$ cat src/common/tone_port_pkg.sv
// Purpose: Shared constants for the tone command host port.
// Assumes: System clock of 10 MHz, one byte lane in use.
// Notes: Wishbone register map and byte encodings live here.
package tone_port_pkg;
  // ----
  // Clock and timing
  // ----
  localparam int unsigned CLK_HZ = 10000000;
  localparam int unsigned ALIVE_MS = 10;
  // Longest time between alive toggles, rounded down to whole cycles.
  localparam int unsigned ALIVE_CYCLES = (CLK_HZ / 1000) * ALIVE_MS;
  // Toggle at half the allowed interval to keep clear margin.
  localparam int unsigned ALIVE_HALF = ALIVE_CYCLES / 2;
  localparam int unsigned SYSCLK_DIV = 4;
  localparam int unsigned CLKDIV_W = 2;
  // ----
  // Wishbone register map (byte addresses)
  // ----
  localparam logic [3:0] ADDR_CTRL = 4'h0;
  localparam logic [3:0] ADDR_STATUS = 4'h4;
  localparam logic [3:0] ADDR_CMD = 4'h8;
  localparam logic [3:0] ADDR_RET = 4'hc;
  // Control register fields.
  localparam int unsigned CTRL_FMT_BIT = 0;
  localparam int unsigned CTRL_SERIAL_EN_BIT = 1;
  localparam logic [1:0] CTRL_RESET = 2'h0;
  // Status register fields.
  localparam int unsigned ST_CMD_VALID_BIT = 0;
  localparam int unsigned ST_RET_PENDING_BIT = 1;
  localparam int unsigned ST_FMT_ERR_BIT = 2;
  // ----
  // Byte encodings
  // ----
  localparam int unsigned DIR_BIT = 7;
  localparam int unsigned CHAN_BIT = 6;
  localparam logic FMT_TWO_OF_SIX = 1'b0;
  localparam logic FMT_BINARY = 1'b1;
  localparam logic [7:0] READY_BYTE = 8'h00;
  localparam logic [3:0] CODE_TONE_OFF = 4'h0;
  localparam logic [3:0] CODE_START_PAIR = 4'hd;
  // Frequency masks, bit 5 is the top tone down to bit 0 the bottom tone.
  localparam logic [5:0] FREQ_700 = 6'h01;
  localparam logic [5:0] FREQ_900 = 6'h02;
  localparam logic [5:0] FREQ_1100 = 6'h04;
  localparam logic [5:0] FREQ_1300 = 6'h08;
  localparam logic [5:0] FREQ_1500 = 6'h10;
  localparam logic [5:0] FREQ_1700 = 6'h20;
endpackage

$ cat src/verilog/strobe_sync.sv
// Purpose: Two-stage synchroniser with rise and fall detection.
// Assumes: Input is asynchronous to clk_sys_i.
// Notes: Resets to the idle-high level.
`timescale 1ns/1ps
`default_nettype none
module strobe_sync (
  input wire logic clk_sys_i,
  input wire logic nrst_i,
  input wire logic async_i,
  output logic level_o,
  output logic fall_o,
  output logic rise_o
);
  logic meta_reg;
  logic sync_reg;
  logic prev_reg;

  // Only sync_reg reads the first stage; edges come from later stages.
  always_ff @(posedge clk_sys_i or negedge nrst_i) begin
    if (!nrst_i) begin
      meta_reg <= 1'b1;
      sync_reg <= 1'b1;
      prev_reg <= 1'b1;
    end else begin
      meta_reg <= async_i;
      sync_reg <= meta_reg;
      prev_reg <= sync_reg;
    end
  end

  // Edges are decoded from settled stages only.
  assign level_o = sync_reg;
  assign fall_o = prev_reg & ~sync_reg;
  assign rise_o = ~prev_reg & sync_reg;
endmodule
`default_nettype wire

$ cat src/verilog/tone_codec.sv
// Purpose: Converts between binary tone codes and two-of-six masks.
// Assumes: Pure combinational logic.
// Notes: Invalid masks return the tone-off code.
`timescale 1ns/1ps
`default_nettype none
module tone_codec (
  input wire logic [3:0] code_i,
  input wire logic [5:0] mask_i,
  output logic [5:0] mask_o,
  output logic [3:0] code_o
);
  // --------------------------------------------------------------------
  // Code table
  // --------------------------------------------------------------------
  function automatic logic [5:0] code_to_mask(input logic [3:0] c);
    case (c)
      4'h1: code_to_mask = tone_port_pkg::FREQ_700 | tone_port_pkg::FREQ_900;
      4'h2: code_to_mask = tone_port_pkg::FREQ_700 | tone_port_pkg::FREQ_1100;
      4'h3: code_to_mask = tone_port_pkg::FREQ_900 | tone_port_pkg::FREQ_1100;
      4'h4: code_to_mask = tone_port_pkg::FREQ_700 | tone_port_pkg::FREQ_1300;
      4'h5: code_to_mask = tone_port_pkg::FREQ_900 | tone_port_pkg::FREQ_1300;
      4'h6: code_to_mask = tone_port_pkg::FREQ_1100 | tone_port_pkg::FREQ_1300;
      4'h7: code_to_mask = tone_port_pkg::FREQ_700 | tone_port_pkg::FREQ_1500;
      4'h8: code_to_mask = tone_port_pkg::FREQ_900 | tone_port_pkg::FREQ_1500;
      4'h9: code_to_mask = tone_port_pkg::FREQ_1100 | tone_port_pkg::FREQ_1500;
      4'ha: code_to_mask = tone_port_pkg::FREQ_1300 | tone_port_pkg::FREQ_1500;
      4'hb: code_to_mask = tone_port_pkg::FREQ_700 | tone_port_pkg::FREQ_1700;
      4'hc: code_to_mask = tone_port_pkg::FREQ_900 | tone_port_pkg::FREQ_1700;
      4'hd: code_to_mask = tone_port_pkg::FREQ_1100 | tone_port_pkg::FREQ_1700;
      4'he: code_to_mask = tone_port_pkg::FREQ_1300 | tone_port_pkg::FREQ_1700;
      4'hf: code_to_mask = tone_port_pkg::FREQ_1500 | tone_port_pkg::FREQ_1700;
      default: code_to_mask = 6'h00;
    endcase
  endfunction

  // Reverse lookup scans the table; unmatched masks read as tone off.
  always_comb begin
    code_o = tone_port_pkg::CODE_TONE_OFF;
    for (int i = 1; i < 16; i++) begin
      if (code_to_mask(4'(i)) == mask_i) begin
        code_o = 4'(i);
      end
    end
  end

  assign mask_o = code_to_mask(code_i);
endmodule
`default_nettype wire

$ cat src/verilog/tone_command_host_port.sv
// Purpose: Host byte port of a dual-channel tone signalling transceiver.
// Assumes: clk_sys_i is the internal clock at 10 MHz; strobes are async.
// Notes: Tone engines sit behind the Wishbone side of this block.
//
// The register addresses and the Wishbone interface to the registers are this design's own decisions.
`timescale 1ns/1ps
`default_nettype none
// What this block does
// RULE1: System clock output runs at one quarter of the internal clock.
// RULE2: Two-of-six bytes: bit7 direction, bit6 channel, bits5-0 frequency flags.
// RULE3: Outbound-full flag tells the host a byte waits to be read.
// RULE4: Inbound-empty flag tells the host whether the last write was consumed.
// RULE5: Host ties the byte-select input low; only the low lane is used.
// RULE6: While read strobe is low, the outbound byte drives the data lines.
// RULE7: Host raises read strobe after capture, ending the data drive.
// RULE8: Host writes by lowering write strobe, presenting data, then raising it.
// RULE9: The inbound latch captures the data lines on write strobe rising.
// RULE10: Host holds reset low at least five system clock cycles.
// RULE11: In reset both strobes count as high and data lines float.
// RULE12: In reset the serial clock and transmit outputs float.
// RULE13: The alive output toggles at least every 10 ms while running.
// RULE14: Supervisor should reset the device if alive stops toggling for 10 ms.
// RULE15: Host ties both mode straps low for coprocessor port mode.
// RULE16: Binary bytes: bit7 direction, bit6 channel, bits5-4 zero, bits3-0 code.
// RULE17: Code 0 is tone off, 1-10 digits, 11-15 special signal pairs.
// RULE18: Inbound-empty rises on write strobe fall, falls once consumed.
// RULE19: Host waits for inbound-empty low before the next write.
// RULE20: Outbound-full falls when a tone is detected, rises on read strobe low.
// RULE21: A configuration bit selects binary (1) or two-of-six (0) format.
module tone_command_host_port (
  input wire logic clk_sys_i,
  input wire logic nrst_i,
  // Wishbone classic slave.
  input wire logic wb_cyc_i,
  input wire logic wb_stb_i,
  input wire logic wb_we_i,
  input wire logic [3:0] wb_adr_i,
  input wire logic [3:0] wb_sel_i,
  input wire logic [31:0] wb_dat_i,
  output logic [31:0] wb_dat_o,
  output logic wb_ack_o,
  // Host port pins.
  input wire logic rd_n_i,
  input wire logic wr_n_i,
  input wire logic latch_byte_select_i,
  input wire logic [7:0] latch_data_lines_i,
  output logic [7:0] latch_data_lines_o,
  output logic latch_data_lines_oe_n_o,
  output logic outbound_latch_full_flag_o,
  output logic inbound_latch_empty_flag_o,
  // Clock, alive and serial enables.
  output logic system_clock_out_o,
  output logic alive_toggle_o,
  output logic serial_clock_oe_n_o,
  output logic serial_tx_oe_n_o
);
  // ----
  // Strobe synchronisers
  // ----
  logic rd_lvl;
  logic rd_fall;
  logic rd_rise;
  logic wr_lvl;
  logic wr_fall;
  logic wr_rise;
  logic [7:0] din_meta_reg;
  logic [7:0] din_sync_reg;
  logic bsel_meta_reg;
  logic bsel_sync_reg;

  // Under reset the synchronisers hold high, so both strobes read idle.
  strobe_sync u_rd_sync ( // see RULE11
    .clk_sys_i(clk_sys_i),
    .nrst_i(nrst_i),
    .async_i(rd_n_i),
    .level_o(rd_lvl),
    .fall_o(rd_fall),
    .rise_o(rd_rise)
  );

  strobe_sync u_wr_sync (
    .clk_sys_i(clk_sys_i),
    .nrst_i(nrst_i),
    .async_i(wr_n_i),
    .level_o(wr_lvl),
    .fall_o(wr_fall),
    .rise_o(wr_rise)
  );

  // Data lines pass two flops; they line up with the synchronised strobe.
  always_ff @(posedge clk_sys_i or negedge nrst_i) begin
    if (!nrst_i) begin
      din_meta_reg <= 8'h00;
      din_sync_reg <= 8'h00;
      bsel_meta_reg <= 1'b1;
      bsel_sync_reg <= 1'b1;
    end else begin
      din_meta_reg <= latch_data_lines_i;
      din_sync_reg <= din_meta_reg;
      bsel_meta_reg <= latch_byte_select_i;
      bsel_sync_reg <= bsel_meta_reg;
    end
  end

  // ----
  // Wishbone decode
  // ----
  logic [1:0] ctrl_reg;
  logic [1:0] ctrl_next;
  logic ack_reg;
  logic [31:0] rdata_reg;
  logic [31:0] rdata_next;
  wire logic req = wb_cyc_i & wb_stb_i & ~ack_reg;
  wire logic wr_req = req & wb_we_i & wb_sel_i[0];
  wire logic hit_ctrl = wb_adr_i == tone_port_pkg::ADDR_CTRL;
  wire logic hit_status = wb_adr_i == tone_port_pkg::ADDR_STATUS;
  wire logic hit_cmd = wb_adr_i == tone_port_pkg::ADDR_CMD;
  wire logic hit_ret = wb_adr_i == tone_port_pkg::ADDR_RET;
  wire logic fmt_bin = ctrl_reg[tone_port_pkg::CTRL_FMT_BIT];

  // ----
  // Inbound latch: host command bytes
  // ----
  logic [7:0] in_latch_reg;
  logic in_empty_reg;
  logic cmd_valid_reg;
  logic fmt_err_reg;
  wire logic cmd_consume = req & ~wb_we_i & hit_cmd;
  wire logic cmd_is_cmd = din_sync_reg[tone_port_pkg::DIR_BIT];
  wire logic bin_pad_bad = fmt_bin & (din_sync_reg[5:4] != 2'b00);

  // Capture on strobe rise; a new write wins over a read in the same cycle.
  always_ff @(posedge clk_sys_i or negedge nrst_i) begin
    if (!nrst_i) begin
      in_latch_reg <= 8'h00;
      cmd_valid_reg <= 1'b0;
      fmt_err_reg <= 1'b0;
    end else if (wr_rise) begin
      in_latch_reg <= din_sync_reg; // see RULE9
      cmd_valid_reg <= 1'b1;
      fmt_err_reg <= ~cmd_is_cmd | bin_pad_bad; // see RULE16
    end else if (cmd_consume) begin
      cmd_valid_reg <= 1'b0;
    end
  end

  // Empty flag rises at strobe fall and clears once the engine takes the byte.
  always_ff @(posedge clk_sys_i or negedge nrst_i) begin
    if (!nrst_i) begin
      in_empty_reg <= 1'b0;
    end else if (wr_fall) begin
      in_empty_reg <= 1'b1; // see RULE18
    end else if (cmd_consume & ~wr_rise & wr_lvl) begin
      in_empty_reg <= 1'b0; // see RULE4
    end
  end

  // Decoded command fields; both formats map to a channel and a mask.
  logic [5:0] cmd_mask_bin;
  logic [3:0] ret_code_unused;
  tone_codec u_cmd_codec ( // see RULE17
    .code_i(in_latch_reg[3:0]),
    .mask_i(6'h00),
    .mask_o(cmd_mask_bin),
    .code_o(ret_code_unused)
  );
  wire logic [5:0] cmd_mask = fmt_bin ? cmd_mask_bin : in_latch_reg[5:0]; // see RULE21
  wire logic cmd_chan = in_latch_reg[tone_port_pkg::CHAN_BIT]; // see RULE2

  // ----
  // Outbound latch: detected tone reports
  // ----
  logic [7:0] out_latch_reg;
  logic out_full_n_reg;
  logic ret_pending_reg;
  logic [5:0] ret_mask_in;
  logic [3:0] ret_code;
  logic [5:0] ret_mask_unused;
  wire logic ret_load = wr_req & hit_ret;
  wire logic ret_chan = wb_dat_i[tone_port_pkg::CHAN_BIT];
  assign ret_mask_in = wb_dat_i[5:0];

  tone_codec u_ret_codec (
    .code_i(4'h0),
    .mask_i(ret_mask_in),
    .mask_o(ret_mask_unused),
    .code_o(ret_code)
  );

  // Engine supplies a channel and frequency mask; encoding follows format.
  wire logic [7:0] ret_byte = fmt_bin ?
    {1'b0, ret_chan, 2'b00, ret_code} : // see RULE16
    {1'b0, ret_chan, ret_mask_in}; // see RULE2

  // After reset a ready byte of zero waits for the host, flag low.
  always_ff @(posedge clk_sys_i or negedge nrst_i) begin
    if (!nrst_i) begin
      out_latch_reg <= tone_port_pkg::READY_BYTE;
      out_full_n_reg <= 1'b0;
      ret_pending_reg <= 1'b1;
    end else if (ret_load) begin
      out_latch_reg <= ret_byte;
      out_full_n_reg <= 1'b0; // see RULE20
      ret_pending_reg <= 1'b1; // see RULE3
    end else if (rd_fall) begin
      out_full_n_reg <= 1'b1; // see RULE20
      ret_pending_reg <= 1'b0;
    end
  end

  // ----
  // Data line drive
  // ----
  logic [7:0] dout_reg;
  logic dout_oe_n_reg;

  // Drive only while read is low; byte select is assumed low by the host.
  always_ff @(posedge clk_sys_i or negedge nrst_i) begin
    if (!nrst_i) begin
      dout_reg <= 8'h00;
      dout_oe_n_reg <= 1'b1; // see RULE11
    end else begin
      dout_reg <= out_latch_reg;
      dout_oe_n_reg <= rd_lvl | bsel_sync_reg; // see RULE6, RULE7, RULE5
    end
  end

  // ----
  // Control register and read mux
  // ----
  assign ctrl_next = (wr_req & hit_ctrl) ? wb_dat_i[1:0] : ctrl_reg;

  always_comb begin
    rdata_next = 32'h0000_0000;
    if (hit_ctrl) begin
      rdata_next[1:0] = ctrl_reg;
    end else if (hit_status) begin
      rdata_next[tone_port_pkg::ST_CMD_VALID_BIT] = cmd_valid_reg;
      rdata_next[tone_port_pkg::ST_RET_PENDING_BIT] = ret_pending_reg;
      rdata_next[tone_port_pkg::ST_FMT_ERR_BIT] = fmt_err_reg;
    end else if (hit_cmd) begin
      rdata_next[7:0] = in_latch_reg;
      rdata_next[8] = cmd_chan;
      rdata_next[14:9] = cmd_mask;
    end else if (hit_ret) begin
      rdata_next[7:0] = out_latch_reg;
    end
  end

  // One-cycle answer; unmapped addresses still ack and read zero.
  always_ff @(posedge clk_sys_i or negedge nrst_i) begin
    if (!nrst_i) begin
      ctrl_reg <= tone_port_pkg::CTRL_RESET;
      ack_reg <= 1'b0;
      rdata_reg <= 32'h0000_0000;
    end else begin
      ctrl_reg <= ctrl_next;
      ack_reg <= req;
      rdata_reg <= req ? rdata_next : rdata_reg;
    end
  end

  // ----
  // Clock output, alive toggle and serial enables
  // ----
  logic [tone_port_pkg::CLKDIV_W-1:0] div_reg;
  logic system_clock_out_reg;
  logic [19:0] alive_cnt_reg;
  logic alive_reg;
  logic ser_clk_oe_n_reg;
  logic ser_tx_oe_n_reg;
  wire logic alive_wrap = alive_cnt_reg == 20'(tone_port_pkg::ALIVE_HALF - 1);

  // Divide by four: output flips every second cycle.
  always_ff @(posedge clk_sys_i or negedge nrst_i) begin
    if (!nrst_i) begin
      div_reg <= '0;
      system_clock_out_reg <= 1'b0;
    end else begin
      div_reg <= div_reg + 1'b1;
      system_clock_out_reg <= div_reg[0] ? ~system_clock_out_reg : system_clock_out_reg; // see RULE1
    end
  end

  // Toggle every 5 ms, well inside the 10 ms limit a supervisor checks.
  always_ff @(posedge clk_sys_i or negedge nrst_i) begin
    if (!nrst_i) begin
      alive_cnt_reg <= 20'h00000;
      alive_reg <= 1'b0;
    end else begin
      alive_cnt_reg <= alive_wrap ? 20'h00000 : alive_cnt_reg + 20'h00001;
      alive_reg <= alive_wrap ? ~alive_reg : alive_reg; // see RULE13, RULE14
    end
  end

  // Serial outputs float in reset and until software enables them.
  always_ff @(posedge clk_sys_i or negedge nrst_i) begin
    if (!nrst_i) begin
      ser_clk_oe_n_reg <= 1'b1; // see RULE12
      ser_tx_oe_n_reg <= 1'b1;
    end else begin
      ser_clk_oe_n_reg <= ~ctrl_reg[tone_port_pkg::CTRL_SERIAL_EN_BIT];
      ser_tx_oe_n_reg <= ~ctrl_reg[tone_port_pkg::CTRL_SERIAL_EN_BIT];
    end
  end

  // Every output is a flop.
  assign wb_ack_o = ack_reg;
  assign wb_dat_o = rdata_reg;
  assign latch_data_lines_o = dout_reg;
  assign latch_data_lines_oe_n_o = dout_oe_n_reg;
  assign outbound_latch_full_flag_o = out_full_n_reg;
  assign inbound_latch_empty_flag_o = in_empty_reg;
  assign system_clock_out_o = system_clock_out_reg;
  assign alive_toggle_o = alive_reg;
  assign serial_clock_oe_n_o = ser_clk_oe_n_reg;
  assign serial_tx_oe_n_o = ser_tx_oe_n_reg;
endmodule
`default_nettype wire

$ cat config.mk
export PLATFORM = sky130hd
export DESIGN_NAME = tone_command_host_port
export DESIGN_NICKNAME = d
export VERILOG_FILES = /design/src/common/tone_port_pkg.sv /design/src/verilog/strobe_sync.sv /design/src/verilog/tone_codec.sv /design/src/verilog/tone_command_host_port.sv
export SDC_FILE = /design/constraint.sdc
export NUM_CORES = 1
export LEC_CHECK = 0
export ABC_AREA = 1
export BUFFER_PORTS_ARGS = -buffer_cell sky130_fd_sc_hd__buf_2
export CAP_MARGIN = 5
export CORE_ASPECT_RATIO = 1.75
export CORE_MARGIN = 2
export CORE_UTILIZATION = 57
export CTS_CLUSTER_DIAMETER = 100
export DETAILED_ROUTE_END_ITERATION = 6
export GPL_TIMING_DRIVEN = 0
export PLACE_DENSITY_LB_ADDON = 0.1
export SLEW_MARGIN = 40
export SYNTH_ARGS = -nofsm -noshare
export SYNTH_HDL_FRONTEND = slang
export SYNTH_SLANG_ARGS = --single-unit
$ cat constraint.sdc
create_clock -name clk_sys_i -period 2.6 [get_ports clk_sys_i]
set_input_delay 0.26 -clock clk_sys_i [delete_from_list [all_inputs] [get_ports clk_sys_i]]
set_output_delay 0.26 -clock clk_sys_i [all_outputs]
set_load 0.05 [all_outputs]
==> flow_summary.json, run 1 <==
{
  "fin_area_mm2": 0.005042,
  "ys_ff_latch": 94,
  "peakVddDrop_mv": 0.4265,
  "ys_seq_area_frac": 0.5542,
  "hold_violations": 0,
  "clk_pin_slew_ns": 0.06,
  "period_minus_slack_ns": 1.777,
  "gr-total-overflow": 0,
  "slowest_stage": "dfrtp_1",
  "io_pins": 104,
  "cp_data_required_time_ns": 2.82,
  "grt_pass1_vias": 3241,
  "report.final.slew_viol_count": 0,
  "portBuffers": 56,
  "area_growth_pct": 18.11,
  "fin_crit_sh": 0.6835,
  "final-setup-viol-count": 0,
  "critPathArrivalTime_ns": 2.00,
  "cts_buffers": 9,
  "relSlewSlack": 0.6702,
  "avgViaCountPerCell": 5.049,
  "dieArea_mm2": 0.008225,
  "regArea_mm2": 0.002366,
  "diodes": 0,
  "cts_root_buffer": "clkbuf_16",
  "synth_area_leader_cell": "dfrtp_1",
  "tns_ns": 0,
  "rsz0062_at_grt": "false",
  "place_area_mm2": 0.004755,
  "antenna_left": 0,
  "crit_type": "flip-flop to flip-flop",
  "nets": 607,
  "post-cts-setup-buffer-count": 0,
  "core_area_mm2": 0.007233,
  "dpl.hpwl_um": 6498,
  "critPathCaptureType": "flip-flop",
  "hold_ws_ns": 0.009447,
  "cts_tree": "done",
  "worstPathCellList": "ha_1 -> nand3_1 -> inv_1 -> nand4_1 -> inv_1 -> nor3b_1",
  "initial_core_util": 0.5902,
  "fmax_mhz": 562.8,
  "globalplace.congestion": 0.8875,
  "p_leak_nw": 2.640,
  "yosysTopAreaCellShare": 0.4865,
  "drtPass1Iterations": 4,
  "powerDensity_mw_per_mm2": 643.1,
  "postSynthCellCount": 460,
  "drc": 0,
  "clk_path_buf_depth": 2,
  "crit_buf_inv": 2,
  "status": "complete, no violations",
  "syn-mean-instance-area_um2": 9.281,
  "ys_warn_count": 0,
  "start_kind": "flip-flop",
  "grt_max_degree": 49,
  "cp_top_family": "simple AND/OR/NAND/NOR gates",
  "power_mw": 3.243,
  "skew_ns": 0.005956,
  "avgRoutedWirePerCell_um": 13.37,
  "grt_pass1_wl_um": 14430,
  "hp-class": "input pin to flip-flop",
  "cts.sinks": 94,
  "ys_top_cells_by_area": "dfrtp_1 49%, nand2_1 7.5%, dfstp_2 6.8%, inv_1 5.0%, nor2_1 3.7%",
  "antenna_found_initial": 0,
  "multi_input_area_mm2": 0.001559,
  "num_rows": 41,
  "drive_gt1_frac": 0.2377,
  "synthArstFlopShare": 1.000,
  "path_max_fanout": 6,
  "track_usage": 0.2213,
  "h-tree-depth": 3,
  "postLayoutCoreUtil": 0.6971,
  "wirelength_um": 8516,
  "worst_slew_pin_slew_ns": 0.4902,
  "ys_types": 44,
  "cpMostUsedCell": "inv_1",
  "synth_flop_cell": "dfrtp_1",
  "max_cap_viol_count": 0,
  "fill_cells": 586,
  "synth-edff-count": 0,
  "clock_latency_ns": 0.35,
  "die_h_um": 118.5,
  "critical_path.max_stage_delay_ns": 0.39,
  "drt_iter0_drc": 198,
  "largest_register_ffs": 20,
  "die_x_um": 69.42,
  "netlist_area_mm2": 0.004269,
  "vias": 3216
}
==> worst reg2reg max path, cell delays in order (launching register included) <==
cell	delay [ns]
dfrtp_1	0.39
ha_1	0.27
nand3_1	0.17
inv_1	0.21
nand4_1	0.32
inv_1	0.23
nor3b_1	0.07
==> worst paths after layout <==
| check | startpoint | to | slack [ns] | depth (start not counted) |
|---|---|---|---|---|
| min in group asynchronous | nrst_i | latch_data_lines_o[4] | 0.42 | 2 |
| worst max-delay path | alive_cnt_reg[0] | alive_cnt_reg[3] | 0.82 | 6 |
| max in group asynchronous | nrst_i | bsel_meta_reg | 1.54 | 3 |
| worst max register to register | alive_cnt_reg[0] | alive_cnt_reg[3] | 0.82 | 6 |
| worst min-delay path | wr_n_i | u_wr_sync.meta_reg | 0.009 | 1 |
| worst min register to register | din_meta_reg[5] | din_sync_reg[5] | 0.35 | 0 |
==> where the power goes <==
part / switching, mW / leakage (nW) / internal [mW]
logic: 0.329 / 1.36 / 0.114
clock network: 0.538 / 0.137 / 0.679
registers: 0.0358 / 1.14 / 1.55
==> stage by stage <==
step,instances,setup WS (ns)
floorplan,477,1.085
global placement,619,0.4610
detailed placement,620,0.8419
CTS,637,0.8206
global route,637,0.6682
finish,637,0.8230
==> layout by cell type (no fill, tap or decap), types with 4 or more instances in the layout <==
| cell type | instances |
|---|---|
| nor2_1 | 42 |
| nand3_1 | 31 |
| clkbuf_1 | 5 |
| xor2_1 | 11 |
| nand4_1 | 11 |
| buf_2 | 57 |
| buf_4 | 20 |
| clkbuf_16 | 9 |
| inv_1 | 57 |
| dfrtp_1 | 83 |
| o21ai_1 | 11 |
| nor3_1 | 10 |
| conb_1 | 18 |
| nand2_1 | 85 |
| o22ai_1 | 5 |
| o21ai_0 | 25 |
| ha_1 | 5 |
| a21oi_2 | 4 |
| dfstp_2 | 11 |
==> area by class of cell <==
cell class	instances	area share
clock buffer	12	0.04888
clock inverter	4	0.006203
inverter	61	0.04591
multi-input combinational	296	0.3092
tap	86	0.02134
timing repair buffer	58	0.06427
buffer	26	0.03499
sequential	94	0.4692
==> synth_stat cells (all sizes together) (4+ instances only) <==
cell type  number
ha              5
nand4          11
dfstp          11
nand2          89
inv            61
nor3           12
xor2           11
a21oi           7
o21ai          38
nor2           49
dfrtp          83
o22ai           5
clkbuf          4
nand3          32
buf            22
==> timing repair <==
item                                    4_1_cts  5_1_grt
hold endpoints to repair                     46        0
hold buffers                                  1        0
endpoints found under the setup margin        0        0
gates resized for setup                       0        0
==> metal layers <==
layer,wire [µm],global-route usage
met1,3114,0.2261
met2,4789,0.4153
met3,301,0.03495
met4,311,0.1250
met5,0,0
==> cell families (layout without fill, tap and decap cells) <==
| logic type | Yosys count | count (layout) | synth area share |
|---|---|---|---|
| other | 1 | 18 | 0.0008784 |
| and+or+nand+nor | 199 | 199 | 0.2213 |
| xor gates and xnor gates | 14 | 14 | 0.02872 |
| adders and majority gates | 5 | 5 | 0.01465 |
| buffers and inverters | 87 | 161 | 0.09554 |
| AOI/OAI and AO/OA | 60 | 60 | 0.08470 |
| DFF | 94 | 94 | 0.5542 |
Note: power is estimated with default switching activity, not from simulation.
==> run 2, diff against run 1 <==
Settings changed: ABC_AREA 1 to 0, CORE_UTILIZATION 57 to 48.
Clock period 2.6 ns to 1.45 ns, I/O delays scaled along.
==> flow_summary.json, run 2 <==
{
  "gr-total-overflow": 0,
  "num_rows": 44,
  "final_common_cell": "dfrtp_1",
  "postLayoutCoreUtil": 0.6595,
  "synthArstFlopShare": 1.000,
  "grt_pass1_vias": 2799,
  "h-tree-depth": 3,
  "grt_max_degree": 51,
  "area_growth_pct": 33.27,
  "final-setup-viol-count": 13,
  "ys_top_cells_by_area": "dfrtp_1 50%, dfstp_2 7.0%, buf_4 3.8%, o21ai_0 3.6%, xnor2_1 2.8%",
  "vias": 2974,
  "power_frac_comb": 0.152,
  "avgViaCountPerCell": 4.932,
  "clock_latency_ns": 0.34,
  "portBuffers": 55,
  "diodes": 0,
  "critPathCaptureType": "flip-flop",
  "power_frac_clock": 0.383,
  "peakVddDrop_mv": 0.8475,
  "max_cap_viol_count": 0,
  "power_mw": 6.142,
  "p_int_mw": 4.499,
  "wirelength_um": 8356,
  "drt_iter0_drc": 143,
  "netlist_area_mm2": 0.004114,
  "fin_ws_ns": -0.1659,
  "p_leak_nw": 2.554,
  "core_area_mm2": 0.008313,
  "fin_crit_sh": 1.114,
  "drive_gt1_frac": 0.3996,
  "cts_root_buffer": "clkbuf_16",
  "violations": "negative setup slack",
  "nets": 544,
  "postSynthCellCount": 365,
  "die_x_um": 73.98,
  "start_kind": "flip-flop",
  "globalplace.congestion": 0.8182,
  "synth_area_leader_cell": "dfrtp_1",
  "path_max_fanout": 4,
  "yosysMostFrequentCell": "dfrtp_1",
  "dieArea_mm2": 0.009356,
  "antenna_found_initial": 0,
  "critical_path.max_stage_delay_ns": 0.40,
  "initial_core_util": 0.4949,
  "cts_buffers": 9,
  "switchingPower_mw": 1.642,
  "seqPwrFrac": 0.465,
  "multi_input_area_mm2": 0.001749,
  "ys_seq_area_frac": 0.5751,
  "drtPass1Iterations": 4,
  "antenna_left": 0,
  "clk_path_buf_depth": 2,
  "ys_types": 56,
  "rsz0062_at_grt": "true",
  "cp_data_required_time_ns": 1.72,
  "ys_warn_count": 0,
  "crit_buf_inv": 0,
  "powerDensity_mw_per_mm2": 1120,
  "cts_tree": "done",
  "sw_frac_of_total": 0.2674,
  "slowest_stage": "dfrtp_1",
  "syn-mean-instance-area_um2": 11.27,
  "report.final.slew_viol_count": 0,
  "cts.sinks": 94,
  "skew_ns": 0.004015,
  "yosysTopAreaCellShare": 0.5049,
  "avgRoutedWirePerCell_um": 13.86,
  "drc": 0,
  "die_h_um": 126.5,
  "fmax_mhz": 618.8,
  "period_minus_slack_ns": 1.616,
  "synth_commonest_cells": "83 x dfrtp_1, 30 x o21ai_0, 28 x nor2_1",
  "worstPathCellList": "ha_2 -> nand4_1 -> or3_4 -> or3_1 -> a21oi_1",
  "largest_register_ffs": 20,
  "synth-edff-count": 0,
  "place_area_mm2": 0.004706,
  "hold_ws_ns": 0.05498,
  "crit_type": "flip-flop to flip-flop",
  "layout_common_cells": "78 x dfrtp_1, 58 x buf_2, 41 x buf_4, 22 x nand2_1, 20 x nor2_1",
  "hp-class": "input pin to flip-flop",
  "regArea_mm2": 0.002372,
  "synth_flop_cell": "dfrtp_1",
  "hold_violations": 0,
  "cp_top_family": "simple AND/OR/NAND/NOR gates",
  "grt_pass1_wl_um": 13010,
  "fill_cells": 647,
  "track_usage": 0.1834,
  "fin_area_mm2": 0.005483,
  "dpl.hpwl_um": 5656,
  "critPathArrivalTime_ns": 1.88,
  "ys_ff_latch": 94,
  "status": "complete, but fails checks",
  "clk_pin_slew_ns": 0.06,
  "io_pins": 104
}
run 2: changes by cell type in the layout (fill, tap and decap cells not counted), moves of 11 or more:
cell           change
nor2_1            -22
nand2_1           -63
nand3_1           -23
buf_4             +21
dlygate4sd3_1     +11
inv_1             -49
run 2: final cells by class:
| type | count | area share |
|---|---|---|
| Sequential cell | 94 | 0.4327 |
| Multi-Input combinational cell | 239 | 0.3190 |
| Timing Repair Buffer | 92 | 0.1132 |
| Buffer | 36 | 0.04587 |
| Clock buffer | 12 | 0.04496 |
| Tap cell | 115 | 0.02624 |
| Clock inverter | 4 | 0.01004 |
| Inverter | 11 | 0.007987 |
run 2: worst paths after layout:
| path | from | end | slack [ns] | cells past startpoint |
|---|---|---|---|---|
| max | alive_cnt_reg[0] | alive_cnt_reg[14] | -0.17 | 5 |
| min | wb_dat_i[6] | out_latch_reg[6] | 0.05 | 2 |
| max in group asynchronous | nrst_i | u_rd_sync.level_o | 0.53 | 3 |
| min reg2reg | din_meta_reg[0] | din_sync_reg[0] | 0.35 | 0 |
| max reg2reg | alive_cnt_reg[0] | alive_cnt_reg[14] | -0.17 | 5 |
| min in group asynchronous | nrst_i | wb_dat_o[7] | 0.29 | 2 |
run 2: layer usage:
layer  up-vias  GRT usage  part of all wire
met5         -          0                 0
met4         0    0.08663             0.029
met3        19    0.04527             0.039
met2        68     0.3214              0.55
met1      1432     0.2008              0.38
li1       1455          -                 -
run 2: kinds of logic after synthesis:
| family | after synthesis | share of synthesized area |
|---|---|---|
| flops | 94 | 0.5751 |
| fa+ha+maj | 5 | 0.01521 |
| simple gates | 115 | 0.1518 |
| mux | 14 | 0.04288 |
| buf+inv | 49 | 0.06630 |
| compound gates | 61 | 0.09246 |
| xor+xnor | 26 | 0.05535 |
| other cells | 1 | 0.0009115 |
run 2: timing repair:
action,in CTS,in global routing
setup endpoints to repair,30,44
buffers inserted,13,10
hold buffers,12,0
pin swaps,4,17
endpoints found under the hold margin,52,0
resized for setup,14,56
cloned,1,1
run 2: through the flow:
step                setup slack (ns)  setup TNS, ns  instances
global route                 -0.2823         -2.767        603
CTS                          -0.1591         -1.818        594
finish                       -0.1659         -1.068        603
global placement             -0.7370         -52.17        552
detailed placement           -0.2662         -2.940        553
floorplan                    -0.3129         -2.038        382
run 2: power by group through the flow:
stage	Sequential [mW]	Clock, mW	Combinational (mW)
finish	2.86	2.35	0.937
global route	2.87	2.50	1.02
CTS	2.85	2.42	0.905
detailed placement	2.90	0	0.850
global placement	2.90	0	0.832
floorplan	3.05	0	0.453
==> run 3, diff against run 2 <==
Settings changed: PLACE_DENSITY from default to 0.76, PLACE_DENSITY_LB_ADDON 0.1 to default.
==> flow_summary.json, run 3 (same netlist as run 2, synthesis figures left out) <==
{
  "dp.cells": 553,
  "fmax_mhz": 591.4,
  "grt_max_degree": 66,
  "dieArea_mm2": 0.009356,
  "antenna_found_initial": 0,
  "nets": 552,
  "avgViaCountPerCell": 4.943,
  "diodes": 0,
  "r2r_slack_ns": -0.24,
  "clk_path_buf_depth": 2,
  "max_cap_viol_count": 0,
  "globalplace.congestion": 0.9035,
  "path_max_fanout": 3,
  "peakVddDrop_mv": 0.6884,
  "reg2reg_from": "alive_cnt_reg[10]",
  "clk_pin_slew_ns": 0.07,
  "cts_root_buffer": "clkbuf_16",
  "cp-endpoint": "alive_cnt_reg[17]",
  "final_common_cell": "dfrtp_1",
  "hp-class": "input pin to flip-flop",
  "critPathArrivalTime_ns": 1.91,
  "cts_tree": "done",
  "portBuffers": 55,
  "p_leak_nw": 2.593,
  "violations": "negative setup slack",
  "cts.sinks": 94,
  "cp_data_required_time_ns": 1.67,
  "vias": 3020,
  "drtPass1Iterations": 4,
  "antenna_left": 0,
  "rr_worst_depth": 6,
  "drc": 0,
  "initial_core_util": 0.4949,
  "core_area_mm2": 0.008313,
  "final-setup-viol-count": 16,
  "gr-total-overflow": 0,
  "avgRoutedWirePerCell_um": 14.09,
  "tns_ns": -2.113,
  "start_kind": "flip-flop",
  "layout_common_cells": "80 x dfrtp_1, 58 x buf_2, 48 x buf_4, 23 x nor2_1, 23 x o21ai_0",
  "wirelength_um": 8606,
  "min_from": "wb_dat_i[6]",
  "clock_latency_ns": 0.34,
  "finalNonFillerCells": 611,
  "drive_gt1_frac": 0.3972,
  "grt_pass1_wl_um": 13690,
  "skew_ns": 0.009580,
  "period_minus_slack_ns": 1.691,
  "die_h_um": 126.5,
  "regToRegEndpoint": "alive_cnt_reg[17]",
  "dpl.hpwl_um": 5606,
  "num_rows": 44,
  "fin_ws_ns": -0.2408,
  "track_usage": 0.1903,
  "drt_iter0_drc": 121,
  "critPathCaptureType": "flip-flop",
  "grt_pass1_vias": 3046,
  "h-tree-depth": 3,
  "largest_register_ffs": 20,
  "area_growth_pct": 33.46,
  "crit_type": "flip-flop to flip-flop",
  "rsz0062_at_grt": "true",
  "report.final.slew_viol_count": 0,
  "setup.worst_path.start": "alive_cnt_reg[10]",
  "min_path_cells": 2,
  "fin_crit_sh": 1.166,
  "powerDensity_mw_per_mm2": 1085,
  "status": "complete, but fails checks",
  "place_ws_ns": -0.2678,
  "hold_violations": 0,
  "io_pins": 104,
  "cts_buffers": 9,
  "die_x_um": 73.98
}
-- run 3: cell types whose count changed in the layout (fill, tap and decap cells not counted), sizes merged --
cell | previous run | this run
buf | 107 | 115
bufinv | 1 | 0
clkbuf | 21 | 19
clkinvlp | 1 | 3
inv | 12 | 13
-- run 3: report_power, final --
part | total (mW) | internal [mW] | switching (mW)
logic | 0.937 | 0.336 | 0.601
registers | 2.85 | 2.77 | 0.0812
clock network | 2.17 | 1.18 | 0.992
total | 5.96 | 4.28 | 1.67
-- run 3: area by class of cell --
type / instances / area (µm²)
fillers: 636 / 2823
flip-flops and latches: 94 / 2370
multi-input cells: 239 / 1713
repair buffers: 99 / 676.9
plain buffers: 37 / 266.5
clock buffers: 10 / 229.0
well taps: 115 / 143.9
clock inverters: 6 / 47.55
inverters: 11 / 43.79
-- run 3: critical path, stage by stage (launching register included) --
cell and delay, ns:
dfrtp_1 0.41, buf_6 0.13, nor4bb_2 0.28, nand4_1 0.21, nor2_2 0.21, nor2_1 0.07
mux2_4 0.26
-- run 3: stage by stage --
step | total power, mW | utilization | cell area [µm²] | hold WS, ns
2_1_floorplan | 3.506 | - | 4253 | -0.1506
3_3_place_gp | 3.722 | 0.5620 | 4672 | 0.2500
3_5_place_dp | 3.759 | 0.5661 | 4706 | 0.03645
4_1_cts | 5.986 | 0.6430 | 5345 | 0.02814
5_1_grt | 6.190 | 0.6604 | 5490 | 0.04072
6_report | 5.958 | 0.6604 | 5490 | 0.03895
-- run 3: worst min path at each step --
stage	to	slack, ns
2_1_floorplan	alive_cnt_reg[0]	-0.15
3_3_place_gp	bsel_meta_reg	0.25
6_report	out_latch_reg[6]	0.04
4_1_cts	out_latch_reg[6]	0.03
5_1_grt	out_latch_reg[6]	0.04
3_5_place_dp	din_meta_reg[3]	0.04
-- run 3: routing by layer --
layer / GRT usage / wire length (µm) / vias to the layer above
li1: - / - / 1467
met5: 0 / 0 / -
met4: 0.09412 / 304 / 0
met2: 0.3409 / 4797 / 76
met3: 0.04448 / 350 / 18
met1: 0.2006 / 3153 / 1459
-- run 3: timing repair --
item,in CTS,in global routing
setup buffers,22,8
cloned,1,1
hold buffers,12,0
endpoints found under the hold margin,40,0
gates resized for setup,23,38
pin swaps,8,14
endpoints found under the setup margin,31,36
